===== src/include/abe_pkg.sv =====
// Constants, field layout and types of the add, logic and branch execute block.
// Assumes a 32-bit instruction word whose bit 31 is the most significant bit.
package abe_pkg;

	// ----------------------------------------------------------------
	// Datapath widths
	// ----------------------------------------------------------------
	localparam int XLEN = 32;
	localparam int REG_AW = 5;
	localparam int IMM_W = 16;
	localparam int OPC_W = 6;

	// ----------------------------------------------------------------
	// Instruction fields, as vector positions of instrWord[31:0]
	// ----------------------------------------------------------------
	localparam int OPC_LSB = 26;
	localparam int RD_LSB = 21;
	localparam int SRCA_LSB = 16;
	localparam int SRCB_LSB = 11;
	localparam int TAIL_W = 11;
	localparam int TYPEB_BIT = 29;
	localparam int KEEP_BIT = 28;
	localparam int CARRY_BIT = 27;
	localparam int DELAY_BIT = 25;
	localparam int COND_LSB = 21;
	localparam int COND_W = 4;

	// ----------------------------------------------------------------
	// Opcodes
	// ----------------------------------------------------------------
	localparam logic [OPC_W-1:0] ADD_MASK = 6'h39;
	localparam logic [OPC_W-1:0] OPC_ADD = 6'h00;
	localparam logic [OPC_W-1:0] OPC_ADDI = 6'h08;
	localparam logic [OPC_W-1:0] OPC_AND = 6'h21;
	localparam logic [OPC_W-1:0] OPC_ANDI = 6'h29;
	localparam logic [OPC_W-1:0] OPC_ANDN = 6'h23;
	localparam logic [OPC_W-1:0] OPC_ANDNI = 6'h2b;
	localparam logic [OPC_W-1:0] OPC_BEQ = 6'h27;
	localparam logic [OPC_W-1:0] OPC_BEQI = 6'h2f;
	localparam logic [COND_W-1:0] COND_EQ = 4'h0;

	// ----------------------------------------------------------------
	// Register map, byte addresses on APB
	// ----------------------------------------------------------------
	localparam int APB_AW = 8;
	localparam logic [APB_AW-1:0] ADDR_CTRL = 8'h00;
	localparam logic [APB_AW-1:0] ADDR_STATUS = 8'h04;
	localparam logic [APB_AW-1:0] ADDR_PC = 8'h08;
	localparam logic [APB_AW-1:0] ADDR_RETIRED = 8'h0c;
	localparam int CTRL_RUN_BIT = 0;
	localparam int STAT_CARRY_BIT = 0;
	localparam int STAT_BUSY_BIT = 1;
	localparam int STAT_ILLEGAL_BIT = 2;
	localparam logic CTRL_RUN_RESET = 1'b0;
	localparam logic [XLEN-1:0] PC_RESET = 32'h0000_0000;
	localparam logic [XLEN-1:0] PC_STEP = 32'h0000_0004;

	// ----------------------------------------------------------------
	// Branch latencies in cycles, kept by the sequencer states
	// ----------------------------------------------------------------
	localparam int LAT_NOT_TAKEN = 1;
	localparam int LAT_TAKEN_DELAY = 2;
	localparam int LAT_TAKEN_NODELAY = 3;

	// ----------------------------------------------------------------
	// Types
	// ----------------------------------------------------------------
	typedef enum logic [1:0] {
		ALU_ADD = 2'b00,
		ALU_AND = 2'b01,
		ALU_ANDN = 2'b10
	} abe_aluop_type;

	typedef enum logic [1:0] {
		ST_EXEC = 2'b00,
		ST_STALL2 = 2'b01,
		ST_STALL1 = 2'b11,
		ST_SLOT = 2'b10
	} abe_state_type;

endpackage : abe_pkg


===== src/include/abe_alu_if.sv =====
// Operand and result bundle between the sequencer and the arithmetic unit.
// Assumes both ends sit on the same clock; the bundle itself is combinational.
`timescale 1ns/1ps
interface abe_alu_if;
	abe_pkg::abe_aluop_type op;
	logic [abe_pkg::XLEN-1:0] opA;
	logic [abe_pkg::XLEN-1:0] opB;
	logic carryIn;
	logic [abe_pkg::XLEN-1:0] result;
	logic carryOut;

	modport exec (output op, output opA, output opB, output carryIn,
		input result, input carryOut);
	modport alu (input op, input opA, input opB, input carryIn,
		output result, output carryOut);
endinterface : abe_alu_if


===== src/verilog/abe_alu.sv =====
// Single-cycle adder and logic unit of the execute block.
// Assumes the caller has already chosen operands and the carry-in.
`timescale 1ns/1ps
module abe_alu (
	// Operands and results
	abe_alu_if.alu bus
);

	// ----------------------------------------------------------------
	// Arithmetic
	// ----------------------------------------------------------------
	logic [abe_pkg::XLEN:0] sum;

	// The carry-in is already gated by the instruction's carry select.
	assign sum = (abe_pkg::XLEN+1)'(bus.opA) + (abe_pkg::XLEN+1)'(bus.opB)
		+ (abe_pkg::XLEN+1)'(bus.carryIn);

	always_comb begin
		case (bus.op)
			abe_pkg::ALU_ADD: begin
				bus.result = sum[abe_pkg::XLEN-1:0];
			end
			abe_pkg::ALU_AND: begin
				bus.result = bus.opA & bus.opB;
			end
			abe_pkg::ALU_ANDN: begin
				bus.result = bus.opA & ~bus.opB;
			end
			default: begin
				bus.result = '0;
			end
		endcase
	end

	assign bus.carryOut = sum[abe_pkg::XLEN];

endmodule : abe_alu


===== src/verilog/abe_exec_top.sv =====
// Decode and execute unit for add, AND, AND-NOT and branch-if-zero instructions.
// Assumes a fetch unit that offers one instruction with valid/ready, a register
// file with combinational read ports, and an imm-prefix flag from the core.
`timescale 1ns/1ps
module abe_exec_top (
	// Clock and reset
	input wire logic clk,
	input wire logic rst,
	// APB register slave
	input wire logic psel,
	input wire logic penable,
	input wire logic pwrite,
	input wire logic [abe_pkg::APB_AW-1:0] paddr,
	input wire logic [abe_pkg::XLEN-1:0] pwdata,
	output logic [abe_pkg::XLEN-1:0] prdata,
	output logic pready,
	output logic pslverr,
	// Instruction issue
	input wire logic instrValid,
	input wire logic [abe_pkg::XLEN-1:0] instrWord,
	output logic instrReady,
	// Immediate prefix from the preceding instruction
	input wire logic immPrefixValid,
	input wire logic [abe_pkg::IMM_W-1:0] immPrefixHigh,
	// Register file read ports
	output logic [abe_pkg::REG_AW-1:0] rdAddrA,
	output logic [abe_pkg::REG_AW-1:0] rdAddrB,
	input wire logic [abe_pkg::XLEN-1:0] rdDataA,
	input wire logic [abe_pkg::XLEN-1:0] rdDataB,
	// Register file write port
	output logic wrEn,
	output logic [abe_pkg::REG_AW-1:0] wrAddr,
	output logic [abe_pkg::XLEN-1:0] wrData,
	// Program counter and fetch redirect
	output logic [abe_pkg::XLEN-1:0] pcOut,
	output logic redirectValid,
	output logic [abe_pkg::XLEN-1:0] redirectPc,
	// Status carry flag
	output logic statusCarryFlag
);

	// ----------------------------------------------------------------
	// State
	// ----------------------------------------------------------------
	abe_pkg::abe_state_type state_ff;
	abe_pkg::abe_state_type nxt_state;
	logic [abe_pkg::XLEN-1:0] pc_ff;
	logic [abe_pkg::XLEN-1:0] target_ff;
	logic carry_ff;
	logic wrEn_ff;
	logic [abe_pkg::REG_AW-1:0] wrAddr_ff;
	logic [abe_pkg::XLEN-1:0] wrData_ff;
	logic redirect_ff;
	logic [abe_pkg::XLEN-1:0] redirectPc_ff;
	logic run_ff;
	logic illegal_ff;
	logic [abe_pkg::XLEN-1:0] retired_ff;
	logic [abe_pkg::XLEN-1:0] prdata_ff;
	logic pslverr_ff;

	abe_alu_if aluBus ();

	abe_alu u_alu (
		.bus(aluBus)
	);

	// ----------------------------------------------------------------
	// Decode
	// ----------------------------------------------------------------
	logic [abe_pkg::OPC_W-1:0] opcode;
	logic [abe_pkg::REG_AW-1:0] fieldD;
	logic [abe_pkg::IMM_W-1:0] imm16;
	logic isTypeB;
	logic keepCarry;
	logic useCarry;
	logic delayBit;
	logic tailZero;
	logic isAdd;
	logic isAnd;
	logic isAndn;
	logic isBeq;
	logic legal;

	assign opcode = instrWord[abe_pkg::OPC_LSB +: abe_pkg::OPC_W];
	assign fieldD = instrWord[abe_pkg::RD_LSB +: abe_pkg::REG_AW];
	assign rdAddrA = instrWord[abe_pkg::SRCA_LSB +: abe_pkg::REG_AW];
	assign rdAddrB = instrWord[abe_pkg::SRCB_LSB +: abe_pkg::REG_AW];
	assign imm16 = instrWord[abe_pkg::IMM_W-1:0];
	assign isTypeB = instrWord[abe_pkg::TYPEB_BIT];
	assign keepCarry = instrWord[abe_pkg::KEEP_BIT];
	assign useCarry = instrWord[abe_pkg::CARRY_BIT];
	assign delayBit = instrWord[abe_pkg::DELAY_BIT];
	// Register forms with stray bits in the zero tail are refused as illegal.
	assign tailZero = isTypeB || (instrWord[abe_pkg::TAIL_W-1:0] == '0);

	assign isAdd = ((opcode & abe_pkg::ADD_MASK) == abe_pkg::OPC_ADD)
		|| ((opcode & abe_pkg::ADD_MASK) == abe_pkg::OPC_ADDI);
	assign isAnd = (opcode == abe_pkg::OPC_AND) || (opcode == abe_pkg::OPC_ANDI);
	assign isAndn = (opcode == abe_pkg::OPC_ANDN) || (opcode == abe_pkg::OPC_ANDNI);
	// The destination field of a branch carries the delay bit and the condition.
	assign isBeq = ((opcode == abe_pkg::OPC_BEQ) || (opcode == abe_pkg::OPC_BEQI))
		&& (instrWord[abe_pkg::COND_LSB +: abe_pkg::COND_W] == abe_pkg::COND_EQ);
	assign legal = (isAdd || isAnd || isAndn || isBeq) && tailZero;

	// ----------------------------------------------------------------
	// Operands
	// ----------------------------------------------------------------
	logic [abe_pkg::XLEN-1:0] immExt;
	logic [abe_pkg::XLEN-1:0] srcA;
	logic [abe_pkg::XLEN-1:0] srcB;
	logic [abe_pkg::XLEN-1:0] operandB;

	always_comb begin
		if (immPrefixValid) begin
			immExt = {immPrefixHigh, imm16};
		end else begin
			immExt = {{(abe_pkg::XLEN-abe_pkg::IMM_W){imm16[abe_pkg::IMM_W-1]}}, imm16};
		end
	end

	// The write port lands one edge late, so results are forwarded to the next
	// instruction instead of stalling it.
	assign srcA = (wrEn_ff && (wrAddr_ff == rdAddrA)) ? wrData_ff : rdDataA;
	assign srcB = (wrEn_ff && (wrAddr_ff == rdAddrB)) ? wrData_ff : rdDataB;
	assign operandB = isTypeB ? immExt : srcB;

	always_comb begin
		if (isAnd) begin
			aluBus.op = abe_pkg::ALU_AND;
		end else if (isAndn) begin
			aluBus.op = abe_pkg::ALU_ANDN;
		end else begin
			aluBus.op = abe_pkg::ALU_ADD;
		end
	end

	assign aluBus.opA = srcA;
	assign aluBus.opB = operandB;
	// The select bit only chooses whether the stored flag joins the sum.
	assign aluBus.carryIn = useCarry & carry_ff;

	// ----------------------------------------------------------------
	// Issue and branch decision
	// ----------------------------------------------------------------
	logic accept;
	logic execute;
	logic branchTaken;
	logic [abe_pkg::XLEN-1:0] branchTarget;

	assign instrReady = run_ff && ((state_ff == abe_pkg::ST_EXEC) || (state_ff == abe_pkg::ST_SLOT));
	assign accept = instrValid && instrReady;
	// A branch sitting in a delay slot is refused; it would need a second target.
	assign execute = accept && legal && !(isBeq && (state_ff == abe_pkg::ST_SLOT));
	assign branchTaken = execute && isBeq && (srcA == '0);
	assign branchTarget = pc_ff + operandB;

	// ----------------------------------------------------------------
	// Sequencer
	// ----------------------------------------------------------------
	always_comb begin
		nxt_state = state_ff;
		case (state_ff)
			abe_pkg::ST_EXEC: begin
				if (branchTaken && delayBit) begin
					nxt_state = abe_pkg::ST_STALL1;
				end else if (branchTaken) begin
					nxt_state = abe_pkg::ST_STALL2;
				end
			end
			abe_pkg::ST_STALL2: begin
				nxt_state = abe_pkg::ST_STALL1;
			end
			abe_pkg::ST_STALL1: begin
				nxt_state = (target_ff == pc_ff) ? abe_pkg::ST_EXEC : abe_pkg::ST_SLOT;
			end
			abe_pkg::ST_SLOT: begin
				if (accept) begin
					nxt_state = abe_pkg::ST_EXEC;
				end
			end
			default: begin
				nxt_state = abe_pkg::ST_EXEC;
			end
		endcase
	end

	always_ff @(posedge clk or posedge rst) begin
		if (rst) begin
			state_ff <= abe_pkg::ST_EXEC;
		end else begin
			state_ff <= nxt_state;
		end
	end

	// ----------------------------------------------------------------
	// Program counter and redirect
	// ----------------------------------------------------------------
	// Without delay the counter takes the target at once, which also tells the
	// stall state that no slot follows; with delay the slot runs at pc + 4.
	always_ff @(posedge clk or posedge rst) begin
		if (rst) begin
			pc_ff <= abe_pkg::PC_RESET;
			target_ff <= abe_pkg::PC_RESET;
		end else if (branchTaken && !delayBit) begin
			pc_ff <= branchTarget;
			target_ff <= branchTarget;
		end else if (branchTaken) begin
			pc_ff <= pc_ff + abe_pkg::PC_STEP;
			target_ff <= branchTarget;
		end else if (accept && (state_ff == abe_pkg::ST_SLOT)) begin
			pc_ff <= target_ff;
		end else if (accept) begin
			pc_ff <= pc_ff + abe_pkg::PC_STEP;
		end else if (psel && penable && pwrite && !run_ff && (paddr == abe_pkg::ADDR_PC)) begin
			pc_ff <= pwdata;
			target_ff <= pwdata;
		end
	end

	always_ff @(posedge clk or posedge rst) begin
		if (rst) begin
			redirect_ff <= 1'b0;
			redirectPc_ff <= abe_pkg::PC_RESET;
		end else if (branchTaken && !delayBit) begin
			redirect_ff <= 1'b1;
			redirectPc_ff <= branchTarget;
		end else if (accept && (state_ff == abe_pkg::ST_SLOT)) begin
			redirect_ff <= 1'b1;
			redirectPc_ff <= target_ff;
		end else begin
			redirect_ff <= 1'b0;
		end
	end

	// ----------------------------------------------------------------
	// Carry flag
	// ----------------------------------------------------------------
	// An executing add without the keep bit wins over a software write landing in the same cycle.
	always_ff @(posedge clk or posedge rst) begin
		if (rst) begin
			carry_ff <= 1'b0;
		end else if (execute && isAdd && !keepCarry) begin
			carry_ff <= aluBus.carryOut;
		end else if (psel && penable && pwrite && (paddr == abe_pkg::ADDR_STATUS)) begin
			carry_ff <= pwdata[abe_pkg::STAT_CARRY_BIT];
		end
	end

	// ----------------------------------------------------------------
	// Register file write port
	// ----------------------------------------------------------------
	always_ff @(posedge clk or posedge rst) begin
		if (rst) begin
			wrEn_ff <= 1'b0;
			wrAddr_ff <= '0;
			wrData_ff <= '0;
		end else begin
			wrEn_ff <= execute && !isBeq;
			if (execute && !isBeq) begin
				wrAddr_ff <= fieldD;
				wrData_ff <= aluBus.result;
			end
		end
	end

	// ----------------------------------------------------------------
	// Control and status registers
	// ----------------------------------------------------------------
	logic apbWrite;
	logic apbSetup;
	logic mapped;

	assign apbWrite = psel && penable && pwrite;
	assign apbSetup = psel && !penable;
	assign mapped = (paddr == abe_pkg::ADDR_CTRL) || (paddr == abe_pkg::ADDR_STATUS)
		|| (paddr == abe_pkg::ADDR_PC) || (paddr == abe_pkg::ADDR_RETIRED);

	always_ff @(posedge clk or posedge rst) begin
		if (rst) begin
			run_ff <= abe_pkg::CTRL_RUN_RESET;
		end else if (apbWrite && (paddr == abe_pkg::ADDR_CTRL)) begin
			run_ff <= pwdata[abe_pkg::CTRL_RUN_BIT];
		end
	end

	// Sticky; a refusal in the same cycle as a write-one-to-clear stays set.
	always_ff @(posedge clk or posedge rst) begin
		if (rst) begin
			illegal_ff <= 1'b0;
		end else if (accept && !execute) begin
			illegal_ff <= 1'b1;
		end else if (apbWrite && (paddr == abe_pkg::ADDR_STATUS)
			&& pwdata[abe_pkg::STAT_ILLEGAL_BIT]) begin
			illegal_ff <= 1'b0;
		end
	end

	always_ff @(posedge clk or posedge rst) begin
		if (rst) begin
			retired_ff <= '0;
		end else if (execute) begin
			retired_ff <= retired_ff + 32'h0000_0001;
		end else if (apbWrite && (paddr == abe_pkg::ADDR_RETIRED)) begin
			retired_ff <= '0;
		end
	end

	// Read data is captured in the setup cycle so the zero-wait access phase
	// returns it straight from a flip-flop.
	always_ff @(posedge clk or posedge rst) begin
		if (rst) begin
			prdata_ff <= '0;
			pslverr_ff <= 1'b0;
		end else if (apbSetup) begin
			pslverr_ff <= !mapped;
			case (paddr)
				abe_pkg::ADDR_CTRL: begin
					prdata_ff <= 32'(run_ff);
				end
				abe_pkg::ADDR_STATUS: begin
					prdata_ff <= '0;
					prdata_ff[abe_pkg::STAT_CARRY_BIT] <= carry_ff;
					prdata_ff[abe_pkg::STAT_BUSY_BIT] <= (state_ff != abe_pkg::ST_EXEC);
					prdata_ff[abe_pkg::STAT_ILLEGAL_BIT] <= illegal_ff;
				end
				abe_pkg::ADDR_PC: begin
					prdata_ff <= pc_ff;
				end
				abe_pkg::ADDR_RETIRED: begin
					prdata_ff <= retired_ff;
				end
				default: begin
					prdata_ff <= '0;
				end
			endcase
		end
	end

	// ----------------------------------------------------------------
	// Outputs
	// ----------------------------------------------------------------
	assign prdata = prdata_ff;
	assign pready = 1'b1;
	assign pslverr = pslverr_ff && psel && penable;
	assign wrEn = wrEn_ff;
	assign wrAddr = wrAddr_ff;
	assign wrData = wrData_ff;
	assign pcOut = pc_ff;
	assign redirectValid = redirect_ff;
	assign redirectPc = redirectPc_ff;
	assign statusCarryFlag = carry_ff;

endmodule : abe_exec_top


===== config.mk =====
export PLATFORM = sky130hd
export DESIGN_NAME = abe_exec_top
export DESIGN_NICKNAME = d
export VERILOG_FILES = /design/src/include/abe_pkg.sv /design/src/include/abe_alu_if.sv /design/src/verilog/abe_alu.sv /design/src/verilog/abe_exec_top.sv
export SDC_FILE = /design/constraint.sdc
export NUM_CORES = 1
export LEC_CHECK = 0
export BUFFER_PORTS_ARGS = -buffer_cell sky130_fd_sc_hd__clkbuf_2
export CAP_MARGIN = 10
export CELL_PAD_IN_SITES_DETAIL_PLACEMENT = 1
export CELL_PAD_IN_SITES_GLOBAL_PLACEMENT = 2
export CORE_AREA = 3 3 166 288
export CTS_CLUSTER_SIZE = 24
export DETAILED_ROUTE_END_ITERATION = 16
export DIE_AREA = 0 0 169 291
export PLACE_DENSITY_LB_ADDON = 0.25
export SYNTH_ARGS = -nofsm -noshare
export SYNTH_HDL_FRONTEND = slang
export SYNTH_HIERARCHICAL = 1
export SYNTH_SLANG_ARGS = --single-unit

===== constraint.sdc =====
create_clock -name clk -period 11.9 [get_ports clk]
set_input_delay 2.38 -clock clk [delete_from_list [all_inputs] [get_ports clk]]
set_output_delay 2.38 -clock clk [all_outputs]
set_load 0.1 [all_outputs]

Word-level counts from Yosys, hierarchy flattened. Index checks and enable logic that the tools add are counted.

$add $sub $neg: 5. Multiply operators: 0. Div/mod/pow operators: 0. Magnitude comparators: 0. Eq/ne operators: 22. Shift-type cells: 0. Mux-type cells: 32. Bitwise gates (word level): 4. Reduce and logical (&&, ||, !) cells: 65.

Operators by type and width (number): $mux W32 (17); $pmux W32 S4 (1); $pmux W32 S3 (1); $and A32 B32 Y32 (2); $eq A6 B6 Y1 const B (6); $add A32 B32 Y33 (1); $add A33 B1 Y33 (1); $add A32 B1 Y32 const B (1); $add A32 B3 Y32 const B (1); $add A32 B32 Y32 (1); $eq A32 B32 Y1 (1); $logic_not A32 Y1 (1); $not A32 Y32 (1); $logic_and A1 B1 Y1 (29); $eq A8 B4 Y1 const B (2); $logic_or A1 B1 Y1 (12); $mux W2 (6); $logic_not A11 Y1 (1); $eq A5 B5 Y1 (2); $reduce_bool A2 Y1 (5); $eq A8 B3 Y1 const B (1); $logic_not A1 Y1 (8); $logic_not A8 Y1 (1); $pmux W2 S4 (1); 16 further kinds (25).

Bits in registers: 205. Bits in latches: 0. RAM bits: 0. ROM bits: 0. Input port bits: 159. Output and inout bits: 149. Logic and storage cells: 142. Memories kept: 0.

Depth between registers and ports, before layout. Gate-level depths: netlist (run 1).

Depth in word-level cells: 13. Mapped depth: 19. Mapped depth without buffers: 17.

By module. The synthesis (run 1) kept the hierarchy.

By module, submodules not included: abe_exec_top (instances 1, cells an instance 1594, area an instance 13720.7 sq um, seq. area each 5129.9 sq um); abe_alu (instances 1, cells an instance 363, area an instance 2616.3 sq um, seq. area each 0.0 sq um).

Worst setup path after synthesis (run 1). OpenSTA, ideal clock, no wires.

Path type: input port to flip-flop. Start point: input port instrWord[12] in the netlist's numbering. End point: register wrData_ff (netlist bit wrData[18]). Setup time: 126 ps. Arrival: 6688 ps. Data required time: 11774 ps. Path slack: 5086 ps. Cell stages on the path: 17. Buffers on the path: 2. Cell sequence: xnor2_1 > nand4_1 > nor2_1 > buf_1 > clkbuf_1 > mux2i_1 > o21ai_0 > fa_1 > fa_1 > a211oi_2 > o21ai_1 > a221o_1 > a2111oi_4 > o41ai_1 > xnor2_1 > o21ai_1 > mux2_2.

Cells in the longest elaborated chain, start to end: 7. Elaborated cells on any way between the ends: 11. Those cells by class: add/sub: 2; eq/ne: 1; mux: 4; bitwise: 3; reduce/logical: 1.

RTL lines: from (decl) (line abe_exec_top.sv:20) `input wire logic [abe_pkg::XLEN-1:0] instrWord,`; $eq A5 B5 Y1 (line abe_exec_top.sv:124) `assign srcB = (wrEn_ff && (wrAddr_ff == rdAddrB)) ? wrData_ff : rdDataB;`; $logic_and A1 B1 Y1 (line abe_exec_top.sv:124); $mux W32 (line abe_exec_top.sv:124); $mux W32 (line abe_exec_top.sv:125) `assign operandB = isTypeB ? immExt : srcB;`; via aluBus.opB (one bit) (line abe_alu_if.sv:7) `logic [abe_pkg::XLEN-1:0] opB;`; $add A32 B32 Y33 (line abe_alu.sv:15) `assign sum = (abe_pkg::XLEN+1)'(bus.opA) + (abe_pkg::XLEN+1)'(bus.opB)`; $add A33 B1 Y33 (line abe_alu.sv:16) `+ (abe_pkg::XLEN+1)'(bus.carryIn);`; $pmux W32 S3 (line abe_alu.sv:19) `case (bus.op)`; via aluBus.result (one bit) (line abe_alu_if.sv:9) `logic [abe_pkg::XLEN-1:0] result;`; to (signal assigned) (line abe_exec_top.sv:261) `wrData_ff <= aluBus.result;`; to (decl) (line abe_exec_top.sv:52) `logic [abe_pkg::XLEN-1:0] wrData_ff;`.

The timed path passes the listed nets, and every way through them passes these cells. A chain may end at the register's enable or synchronous reset.

Final worst setup path (run 1).
Start point: input port instrWord[15] in the netlist's numbering. End point: register pc_ff (netlist bit pcOut[25]).

Cells in the longest elaborated chain, start to end: 6. Elaborated cells on any way between the ends: 7. Those cells by class: add/sub: 1; eq/ne: 1; mux: 4; reduce/logical: 1.

RTL lines: $eq A5 B5 Y1 (line abe_exec_top.sv:124); $logic_and A1 B1 Y1 (line abe_exec_top.sv:124); $mux W32 (line abe_exec_top.sv:124); $mux W32 (line abe_exec_top.sv:125); via aluBus.opB (one bit) (line abe_alu_if.sv:7); $add A32 B32 Y32 (line abe_exec_top.sv:155) `assign branchTarget = pc_ff + operandB;`; $mux W32 (line abe_exec_top.sv:204) `end else if (branchTaken && !delayBit) begin`; to (signal assigned) (line abe_exec_top.sv:202) `pc_ff <= abe_pkg::PC_RESET;`; to (signal assigned) (line abe_exec_top.sv:205) `pc_ff <= branchTarget;`; to (signal assigned) (line abe_exec_top.sv:208) `pc_ff <= pc_ff + abe_pkg::PC_STEP;`; to (decl) (line abe_exec_top.sv:47) `logic [abe_pkg::XLEN-1:0] pc_ff;`.

The timed path passes the listed nets, and every way through them passes these cells.

==> results by group, run 1 <==
Status
  – Status: completed

Clock tree
  – Cts repair resizes: 0
  – Root Driver: clkbuf_16
  – CTS Hold Bufs: 0
  – Clock slew at reported path FFs: 0.07 ns
  – Total CTS buffers: 23
  – CTS tree: built
  – Worst-Skew Late Latency: 0.56 ns
  – Depth of the CTS H-tree: 1
  – TritonCTS Sinks: 205
  – Post-CTS setup buffer count: 0
  – Deepest clock path buffer count: 3

Timing
  – TNS Setup: 0 ns
  – Rel. slew slack: 0.257
  – RSZ-0062 raised after global routing: false
  – Slack of the critical path: 5.10 ns
  – Max frequency: 0.147 GHz
  – Final min period: 6.80 ns
  – Slew Viols, Final: 0
  – Final setup viols: 0
  – Final Skew: 0.0131 ns
  – Hold Violations, Final: 0
  – Measured slew at the worst slew-check pin: 1.11 ns
  – Post-route clock period utilization: 0.572

Worst setup path
  – CP required: 12.34 ns
  – Crit. End Element: flop
  – R2R setup slack: 6.52 ns
  – Maximum fanout along the worst path: 12
  – Startpoint types: input port
  – Worst reg-to-reg path cell count: 15
  – Setup CP Type: in2reg
  – CP arrival: 7.25 ns

Synthesis
  – Syn_nets: 2186
  – Sequential area share after synthesis: 0.314
  – Share of flip-flops with an asynchronous set or reset: 1.00
  – Synth Instances: 1957
  – Synth cell types: 97
  – YS warnings: 6
  – Register bit total from synthesis: 205
  – Number of synthesized flops with an enable pin: 0
  – Synth Flop Type: dfrtp_1
  – Synthesized area per cell: 8.35 sq um
  – Mapped Area: 16300 sq um

Layout
  – Fillers: 5536
  – Area Growth Syn to Fin: 16.7%
  – Fraction of layout instances using a drive strength above 1: 0.230
  – Most common cell after layout, fill and taps aside: clkbuf_2
  – Post-layout net count: 2419
  – Most frequent cells in the layout: 306 x clkbuf_2, 286 x nand2_1, 205 x dfrtp_1, 157 x o21ai_0, 152 x a21oi_1
  – Diodes inserted: 0

Global routing
  – Gr ovfl total: 0
  – GRT met3 Usage: 0.0274
  – First-pass GRT wire length: 110000 um
  – Vias in the first global route: 17700
  – Largest net degree at the start of global routing: 86
  – Met1 usage: 0.331
  – Top Usage Layer GRT: met2
  – GR Util met2: 0.536
  – Antenna violations before repair: 0
  – All-Layer GR Usage: 0.289

Placed design
  – Port buffer count: 306
  – Gpl congestion: 0.897
  – Pre-CTS WS: 4.60 ns
  – DP HPWL: 57900 um

Flow run
  – Max cap viols: 0

Drt
  – DR vias: 16500
  – Avg WL per Cell: 26.5 um
  – Vias per inst: 5.94
  – Post-Route WL: 73800 um
  – DRT iter0 DRCs: 1059
  – ANT nets after route: 0
  – DR pass1 iterations: 6
  – DRC Markers: 0

Floorplan
  – Die Y: 291 um
  – Initial core utilization: 0.359
  – Die ar.: 49200 sq um
  – Die W: 169 um
  – Core area: 45500 sq um
  – Placement Rows: 103
  – Boundary Pins: 308

Power
  – Leak: 8.95 nW
  – Pwr dens: 127 nW/um^2
  – Maximum vdd drop: 0.104 mV

Hold path
  – Hold depth: 2
  – Worst min-delay path category: reg2reg
==> through the flow <==
stage | power, mW | util | hold WS (ns) | instances | instance area [sq um]
2_1_floorplan | 1.37 | - | 0.445 | 1957 | 16300
3_3_place_gp | 1.66 | 0.402 | 0.466 | 2742 | 18300
3_5_place_dp | 1.67 | 0.402 | 0.470 | 2742 | 18300
4_1_cts | 2.44 | 0.419 | 0.484 | 2782 | 19100
5_1_grt | 2.53 | 0.419 | 0.512 | 2782 | 19100
6_report | 2.43 | 0.419 | 0.483 | 2782 | 19100
==> sequential cells by signal (all words and copies together), names as in the netlist <==
name	count
statusCarryFlag	1
target_ff	32
illegal_ff	1
redirectPc	32
wrAddr	5
wrEn	1
pslverr_ff	1
run_ff	1
pcOut	32
state_ff	2
prdata	32
wrData	32
redirectValid	1
retired_ff	32
==> metal layers <==
layer | part of all wire | wire [um]
met5 | 0 | 0
met4 | 0.051 | 3780
met3 | 0.044 | 3260
met2 | 0.52 | 38500
met1 | 0.38 | 28200
==> cell families (layout without fill, tap and decap cells) <==
| logic type | after synthesis | count (layout) | synth area share |
|---|---|---|---|
| multiplexers | 154 | 154 | 0.102 |
| adder cells (fa/ha/maj) | 70 | 70 | 0.0550 |
| flip-flops | 205 | 205 | 0.314 |
| buffers and inverters | 162 | 410 | 0.0424 |
| AO/OA/AOI/OAI | 566 | 566 | 0.222 |
| XOR/XNOR | 137 | 137 | 0.0734 |
| AND/OR/NAND/NOR | 662 | 662 | 0.190 |
| other | 1 | 1 | 0.000230 |
==> worst max-delay path, stage by stage <==
cell and delay, ns:
clkbuf_2 0.12, xnor2_1 0.15, nand4_1 0.20, nor2_4 0.40, mux2i_1 0.13, o21ai_0 0.77
ha_1 0.40, a211o_1 0.29, a21oi_1 0.21, o211ai_1 0.24, a31oi_1 0.59, o21ai_0 0.28
a21boi_0 0.28, xor2_1 0.36, o211ai_1 0.13, o221a_2 0.28
==> synth_stat cells (all sizes together), types with 10 or more instances <==
master,number,area share
a211oi,10,0.0049
a21o,41,0.019
a21oi,154,0.048
a22oi,20,0.0092
a31oi,20,0.0080
a32oi,12,0.0064
and3,58,0.022
buf,32,0.013
clkbuf,96,0.022
dfrtp,205,0.31
ha,67,0.051
inv,34,0.0078
mux2,86,0.060
mux2i,67,0.041
nand2,288,0.066
nand3,64,0.020
nand4,31,0.012
nor2,113,0.027
nor2b,14,0.0054
nor3,20,0.0061
nor4,30,0.012
o211ai,33,0.015
o21a,13,0.0060
o21ai,172,0.053
o31ai,12,0.0067
xnor2,67,0.036
xor2,70,0.038
==> power breakdown <==
| part | internal [mW] | switching (mW) | leakage, nW |
|---|---|---|---|
| registers | 0.717 | 0.0817 | 2.83 |
| logic | 0.260 | 0.604 | 5.73 |
| clock network | 0.436 | 0.330 | 0.396 |
==> path summary, 6_finish.rpt <==
check,from,end
worst max-delay path,instrWord[15],pcOut[25]
worst min-delay path,prdata[2],prdata[2]
worst max register to register,wrAddr[4],pcOut[25]
worst min register to register,prdata[2],prdata[2]
max in group asynchronous,rst,redirectPc[28]
min in group asynchronous,rst,wrAddr[1]
==> layout make-up <==
class	count	area, sq um	share of cell area
clock inverters	11	124	0.00650
inverters	34	135	0.00709
multi-input cells	1590	10500	0.553
well taps	577	722	0.0379
clock buffers	29	658	0.0345
repair buffers	336	1760	0.0921
flip-flops and latches	205	5130	0.269
No activity file was read; power rests on OpenSTA's default activity.
==> run 2, diff against run 1 <==
--- a/config.mk
+++ b/config.mk
@@ -9,10 +9,10 @@
 export CAP_MARGIN = 10
 export CELL_PAD_IN_SITES_DETAIL_PLACEMENT = 1
 export CELL_PAD_IN_SITES_GLOBAL_PLACEMENT = 2
-export CORE_AREA = 3 3 166 288
+export CORE_AREA = 3 3 170 296
 export CTS_CLUSTER_SIZE = 24
 export DETAILED_ROUTE_END_ITERATION = 16
-export DIE_AREA = 0 0 169 291
+export DIE_AREA = 0 0 173 299
 export PLACE_DENSITY_LB_ADDON = 0.25
 export SYNTH_ARGS = -nofsm -noshare
 export SYNTH_HDL_FRONTEND = slang
==> constraint.sdc (replaced) <==
create_clock -name clk -period 6.67 [get_ports clk]
set_input_delay 1.334 -clock clk [delete_from_list [all_inputs] [get_ports clk]]
set_output_delay 1.334 -clock clk [all_outputs]
set_load 0.1 [all_outputs]
==> run 2 against run 1 <==
Effect of this change:
- routed wire length increased by 1.5%
- clock skew grew 0.0021 ns
- core utilization shrank 1.7 points
- cell count increased by 2.9%
- count of clock-buffer cells in the layout up 2
- hold slack barely moved
- clock power grew 91%
- highest routed layer unchanged
==> results by group, run 2 (synthesized netlist as in run 1, its figures left out) <==
Clock tree
  – Cts repair resizes: 0 (unchanged)
  – Total CTS buffers: 24 (+4.3%)
  – Depth of the CTS H-tree: 1 (unchanged)
  – Deepest clock path buffer count: 3 (unchanged)
  – Worst-Skew Late Latency: 0.55 ns (about the same)
  – TritonCTS Sinks: 205 (unchanged)
  – CTS Hold Bufs: 0 (unchanged)
  – Root Driver: clkbuf_16
  – Clock slew at reported path FFs: 0.06 ns (about the same)
  – CTS tree: built
  – Post-CTS setup buffer count: 0 (unchanged)

Hold path
  – Hold depth: 2 (unchanged)
  – Worst Hold Launch: prdata[9]
  – Worst min-delay path category: reg2reg
  – Hold path endpoint: prdata[9]

Global routing
  – First-pass GRT wire length: 112000 um (+2.6%)
  – Antenna violations before repair: 0 (unchanged)
  – All-Layer GR Usage: 0.281 (-0.00832)
  – Gr ovfl total: 0 (unchanged)
  – Largest net degree at the start of global routing: 153 (+78%)
  – Vias in the first global route: 17700 (+0.45%)

Layout
  – Area Growth Syn to Fin: 18.1%
  – Diodes inserted: 0 (unchanged)
  – Fillers: 5827 (+5.3%)
  – Most frequent cells in the layout: 306 x clkbuf_2, 287 x nand2_1, 205 x dfrtp_1, 157 x o21ai_0, 152 x a21oi_1
  – Post-layout net count: 2429 (+0.41%)
  – Core Util, Final: 0.402 (-0.0175)
  – Fraction of layout instances using a drive strength above 1: 0.230 (-0.000239)
  – Most common cell after layout, fill and taps aside: clkbuf_2

Worst setup path
  – Worst reg-to-reg path cell count: 16 (+1)
  – Most used cell, CP: o21ai_0
  – Setup CP Type: in2reg
  – CP arrival: 6.04 ns (-1.21 ns)
  – R2R setup slack: 1.45 ns (-5.07 ns)
  – CP max-delay cell: o21ai_0
  – Setup crit start: instrWord[12]
  – Startpoint types: input port
  – CP peak stage delay: 0.48 ns (-0.29 ns)
  – Reg2reg start: wrAddr[2]
  – Crit. End Element: flop
  – Maximum fanout along the worst path: 23 (+11)
  – Crit-path cells: clkbuf_2 > xnor2_1 > nand4_1 > nor2_4 > buf_4 > mux2i_1 > o21ai_0 > ha_1 > a21o_1 > a21oi_1 > o221ai_1 > a31oi_1 > o21ai_0 > a21boi_0 > xor2_1 > o211ai_1 > o221a_2
  – R2r endpoint: pcOut[25]
  – CP required: 7.10 ns (-5.24 ns)

Power
  – Pwr dens: 230 nW/um^2 (+81%)
  – Maximum vdd drop: 0.188 mV (+81%)
  – Leak: 9.01 nW (+0.65%)

Timing
  – Rel. slew slack: 0.237 (-0.0207)
  – Final Skew: 0.0152 ns (+0.00207 ns)
  – Slew Viols, Final: 0 (unchanged)
  – RSZ-0062 raised after global routing: false
  – Final min period: 5.61 ns
  – Final setup viols: 0 (unchanged)
  – Max frequency: 0.178 GHz
  – Measured slew at the worst slew-check pin: 1.14 ns (+0.0323 ns)
  – Hold Violations, Final: 0 (unchanged)
  – Post-route clock period utilization: 0.841
  – TNS Setup: 0 ns (unchanged)

Drt
  – Avg WL per Cell: 26.2 um (-1.4%)
  – DR pass1 iterations: 5 (-1)
  – Vias per inst: 5.75 (-3.2%)
  – DR vias: 16500 (-0.36%)
  – DRC Markers: 0 (unchanged)
  – ANT nets after route: 0 (unchanged)
  – Post-Route WL: 74900 um (+1.5%)
  – DRT iter0 DRCs: 953 (-10%)

Floorplan
  – Boundary Pins: 308 (unchanged)
  – Die Y: 299 um (+2.7%)
  – Core area: 48000 sq um (+5.5%)
  – Placement Rows: 106 (+2.9%)
  – Initial core utilization: 0.340 (-0.0188)
  – Die W: 173 um (+2.4%)
  – Die ar.: 51700 sq um (+5.2%)

Placed design
  – Port buffer count: 306 (unchanged)
  – DP HPWL: 59100 um (+2.1%)
  – Gpl congestion: 0.903 (+0.59%)

Flow run
  – Max cap viols: 0 (unchanged)

Status
  – Status: completed
run 2: cell count changes in the layout (fill, tap and decap cells not counted), moves of 3 or more:
cell,delta
buf_4,+8
bufinv_16,+3
clkbuf_1,+5
clkbuf_8,-4
clkinv_2,-3
run 2: stage by stage:
step                      hold slack, ns  setup WS (ns)  area [sq um]  instances  power [mW]
after global routing               0.514          0.760         19300       2864        4.62
after detailed placement           0.475          0.575         18400       2822        2.99
final                              0.483           1.06         19300       2864        4.44
after CTS                          0.490           1.13         19300       2864        4.46
after floorplan                    0.445          0.902         16300       1957        2.45
after global placement             0.465          0.750         18400       2822        2.97
run 2: per-layer routing:
metal	share of wire	vias up	track usage
met5	0	-	0
met2	0.52	510	0.523
met4	0.058	0	0.145
met3	0.042	121	0.0334
met1	0.38	8235	0.311
li1	-	7602	-
run 2: how the worst max path moves through the flow:
stage	end	slack, ns	depth (start not counted)
floorplan	wrData[18]	0.90	17
global placement	pcOut[25]	0.75	17
detailed placement	pcOut[25]	0.58	17
CTS	pcOut[25]	1.13	17
global route	pcOut[25]	0.76	17
finish	pcOut[25]	1.06	17
run 2: worst max-delay path: cells and delay by family:
family                   cells  cell delay, ns
AND/OR/NAND/NOR              2            0.53
adder cells (fa/ha/maj)      1            0.41
multiplexers                 1            0.12
AO/OA/AOI/OAI                9            2.60
XOR/XNOR                     2            0.50
buffers and inverters        2            0.53
run 2: layout make-up:
cell class,count,area (sq um),area share
Clock inverter,11,195,0.0101
Tap cell,648,811,0.0420
Inverter,34,131,0.00681
Sequential cell,205,5130,0.266
Clock buffer,31,647,0.0335
Timing Repair Buffer,345,1840,0.0952
Multi-Input combinational cell,1590,10500,0.546
run 2: report_power, final:
group / leakage [nW] / internal (mW) / total, mW / switching (mW)
logic: 5.77 / 0.470 / 1.55 / 1.08
clock network: 0.413 / 0.878 / 1.46 / 0.579
registers: 2.83 / 1.28 / 1.43 / 0.151
==> run 3, diff against run 2 <==
==> constraint.sdc (replaced) <==
create_clock -name clk -period 5.85 [get_ports clk]
set_input_delay 1.17 -clock clk [delete_from_list [all_inputs] [get_ports clk]]
set_output_delay 1.17 -clock clk [all_outputs]
set_load 0.1 [all_outputs]
==> run 3 against run 2 <==
Effect of this change:
- count of clock-buffer cells in the layout down 1
- core utilization up 0.27 points
- clock power up 18%
- combinational power up 14%
- sequential power up 14%
- die area unchanged
- critical path depth unchanged
- setup slack worse by 0.60 ns
- critical endpoint unchanged
- highest routed layer unchanged
- non-clock buffer count up 9
- total power up 16%
- global-route usage up 0.081 points
- largest cell class unchanged
- largest power group unchanged
==> results by group, run 3 (synthesized netlist as in run 1, its figures left out) <==
Status
  – Status: completed

Worst setup path
  – Worst path bufs/invs: 2 (unchanged)
  – Path length in cells of the critical path: 17 (unchanged)
  – CP peak stage delay: 0.51 ns (+0.03 ns)
  – R2r endpoint: pcOut[25]
  – Startpoint types: input port
  – Crit. End Element: flop
  – Most used cell, CP: a21oi_1
  – CP delay by family, top: compound AO/OA/AOI/OAI gates
  – Setup CP Type: in2reg
  – CP max-delay cell: a21oi_1
  – Crit-path cells: clkbuf_2 > xnor2_1 > nand4_1 > nor2_4 > buf_4 > mux2_2 > nor2_1 > a21oi_1 > ha_1 > a21oi_1 > o221ai_1 > a31oi_1 > o21ai_0 > a21boi_0 > xor2_1 > o211ai_1 > o221a_2
  – CP arrival: 5.83 ns (-0.21 ns)
  – Worst reg-to-reg path cell count: 16 (unchanged)
  – Reg2reg start: wrAddr[4]
  – R2R setup slack: 0.64 ns (-0.81 ns)
  – CP required: 6.28 ns (-0.82 ns)
  – Maximum fanout along the worst path: 14 (-39%)

Hold path
  – Worst min-delay path category: reg2reg
  – Hold depth: 2 (unchanged)
  – Hold path endpoint: redirectPc[19]
  – Worst Hold Launch: redirectPc[19]

Layout
  – Area Growth Syn to Fin: 18.8%
  – Core Util, Final: 0.404 (+0.00268)
  – Fraction of layout instances using a drive strength above 1: 0.234 (+0.00446)
  – Post-layout net count: 2437 (+0.33%)
  – Most frequent cells in the layout: 306 x clkbuf_2, 287 x nand2_1, 205 x dfrtp_1, 157 x o21ai_0, 152 x a21oi_1
  – Most common cell after layout, fill and taps aside: clkbuf_2

Clock tree
  – Cts repair resizes: 0 (unchanged)
  – Depth of the CTS H-tree: 1 (unchanged)
  – Total CTS buffers: 23 (-4.2%)
  – CTS tree: built
  – Root Driver: clkbuf_16
  – Deepest clock path buffer count: 3 (unchanged)
  – Worst-Skew Late Latency: 0.58 ns (+0.03 ns)
  – Post-CTS setup buffer count: 0 (unchanged)
  – Clock slew at reported path FFs: 0.07 ns (about the same)
  – CTS Hold Bufs: 0 (unchanged)
  – TritonCTS Sinks: 205 (unchanged)

Timing
  – Measured slew at the worst slew-check pin: 1.12 ns (-0.0238 ns)
  – Rel. slew slack: 0.254 (+0.0177)
  – Hold slack: 0.480 ns (-0.00266 ns)
  – Hold Violations, Final: 0 (unchanged)
  – RSZ-0062 raised after global routing: false
  – Post-route clock period utilization: 0.922
  – Slew Viols, Final: 0 (unchanged)
  – Final Skew: 0.0452 ns (+0.0301 ns)
  – Final setup viols: 0 (unchanged)
  – Final min period: 5.39 ns
  – Max frequency: 0.185 GHz

Global routing
  – Vias in the first global route: 17800 (+0.23%)
  – First-pass GRT wire length: 113000 um (+0.13%)
  – Gr ovfl total: 0 (unchanged)
  – All-Layer GR Usage: 0.282 (+0.000814)
  – Largest net degree at the start of global routing: 144 (-5.9%)
  – Antenna violations before repair: 1 (+1)

Drt
  – DRT iter0 DRCs: 902 (-5.4%)
  – Post-Route WL: 75500 um (+0.75%)
  – Vias per inst: 5.81 (+1.0%)
  – DRC Markers: 0 (unchanged)
  – Avg WL per Cell: 26.3 um (+0.40%)
  – DR vias: 16700 (+1.4%)
  – DR pass1 iterations: 5 (unchanged)
  – ANT nets after route: 0 (unchanged)

Flow run
  – Max cap viols: 0 (unchanged)

Power
  – Maximum vdd drop: 0.178 mV (-5.4%)
  – Leak: 9.09 nW (+0.83%)
  – Pwr dens: 264 nW/um^2 (+15%)
  – Internal power: 3.03 mW (+15%)
  – Clock power share: 0.338 (+0.010)
  – Comb pwr share: 0.344 (-0.005)
  – P_sw: 2.10 mW (+16%)
  – Switching Share: 0.409 (+0.00142)
  – Seq pwr share: 0.318 (-0.004)

Placed design
  – Port buffer count: 306 (unchanged)
  – DP HPWL: 59600 um (+0.87%)
  – Gpl congestion: 0.907 (+0.43%)

Floorplan
  – Core area: 48000 sq um (unchanged)
  – Die ar.: 51700 sq um (unchanged)
  – Initial core utilization: 0.340 (unchanged)
  – Die W: 173 um (unchanged)
  – Placement Rows: 106 (unchanged)
  – Boundary Pins: 308 (unchanged)
  – Die Y: 299 um (unchanged)
## run 3: cell types whose count changed in the layout (fill, tap and decap cells not counted), sizes merged
cell    delta
diode      +1
clkbuf     -1
clkinv     -3
buf        +9
inv        +4
## run 3: worst max-delay path by stage
| stage | from | to | slack, ns |
|---|---|---|---|
| 3_5_place_dp | instrWord[15] | pcOut[25] | -0.09 |
| 2_1_floorplan | instrWord[12] | wrData[18] | 0.25 |
| 5_1_grt | instrWord[15] | pcOut[25] | 0.11 |
| 3_3_place_gp | instrWord[12] | pcOut[25] | 0.08 |
| 6_report | instrWord[15] | pcOut[25] | 0.46 |
| 4_1_cts | instrWord[15] | pcOut[25] | 0.42 |
## run 3: area by class of cell
cell class              count  area (sq um)
flip-flops and latches    205          5130
multi-input cells        1590         10500
inverters                  34           131
diodes                      1          2.50
clock buffers              30           662
repair buffers            354          1930
fillers                  5846         28600
clock inverters            12           214
well taps                 648           811
## run 3: power groups by stage
| stage | clock (mW) | sequential, mW | combinational, mW |
|---|---|---|---|
| finish | 1.73 | 1.63 | 1.76 |
| global route | 1.82 | 1.63 | 1.89 |
| CTS | 1.76 | 1.63 | 1.76 |
| detailed placement | 0 | 1.66 | 1.75 |
| global placement | 0 | 1.66 | 1.73 |
| floorplan | 0 | 1.83 | 0.961 |
## run 3: metrics by stage
stage / power (mW) / area, sq um / setup TNS (ns) / setup WS, ns / instances
after floorplan: 2.79 / 16300 / 0 / 0.246 / 1957
after global placement: 3.39 / 18500 / 0 / 0.0847 / 2831
after detailed placement: 3.40 / 18500 / -0.0865 / -0.0865 / 2831
after CTS: 5.15 / 19400 / 0 / 0.421 / 2873
after global routing: 5.34 / 19400 / 0 / 0.110 / 2873
final: 5.13 / 19400 / 0 / 0.458 / 2874
## run 3: worst register-to-register path, cell delays in order (launching register included)
cell and delay, ns:
dfrtp_1 0.49, xnor2_1 0.22, nand4_1 0.22, nor2_4 0.39
buf_4 0.34, mux2_2 0.21, nor2_1 0.03, a21oi_1 0.51
ha_1 0.42, a21oi_1 0.26, o221ai_1 0.16, a31oi_1 0.32
o21ai_0 0.24, a21boi_0 0.47, xor2_1 0.40, o211ai_1 0.13
o221a_2 0.25
## run 3: layer usage
layer  track usage  vias to the layer above  share of wire
met5             0                        -              0
met4         0.139                        0          0.058
met3        0.0318                      146          0.044
met2         0.521                      588           0.51
met1         0.318                     8350           0.38
li1              -                     7611              -
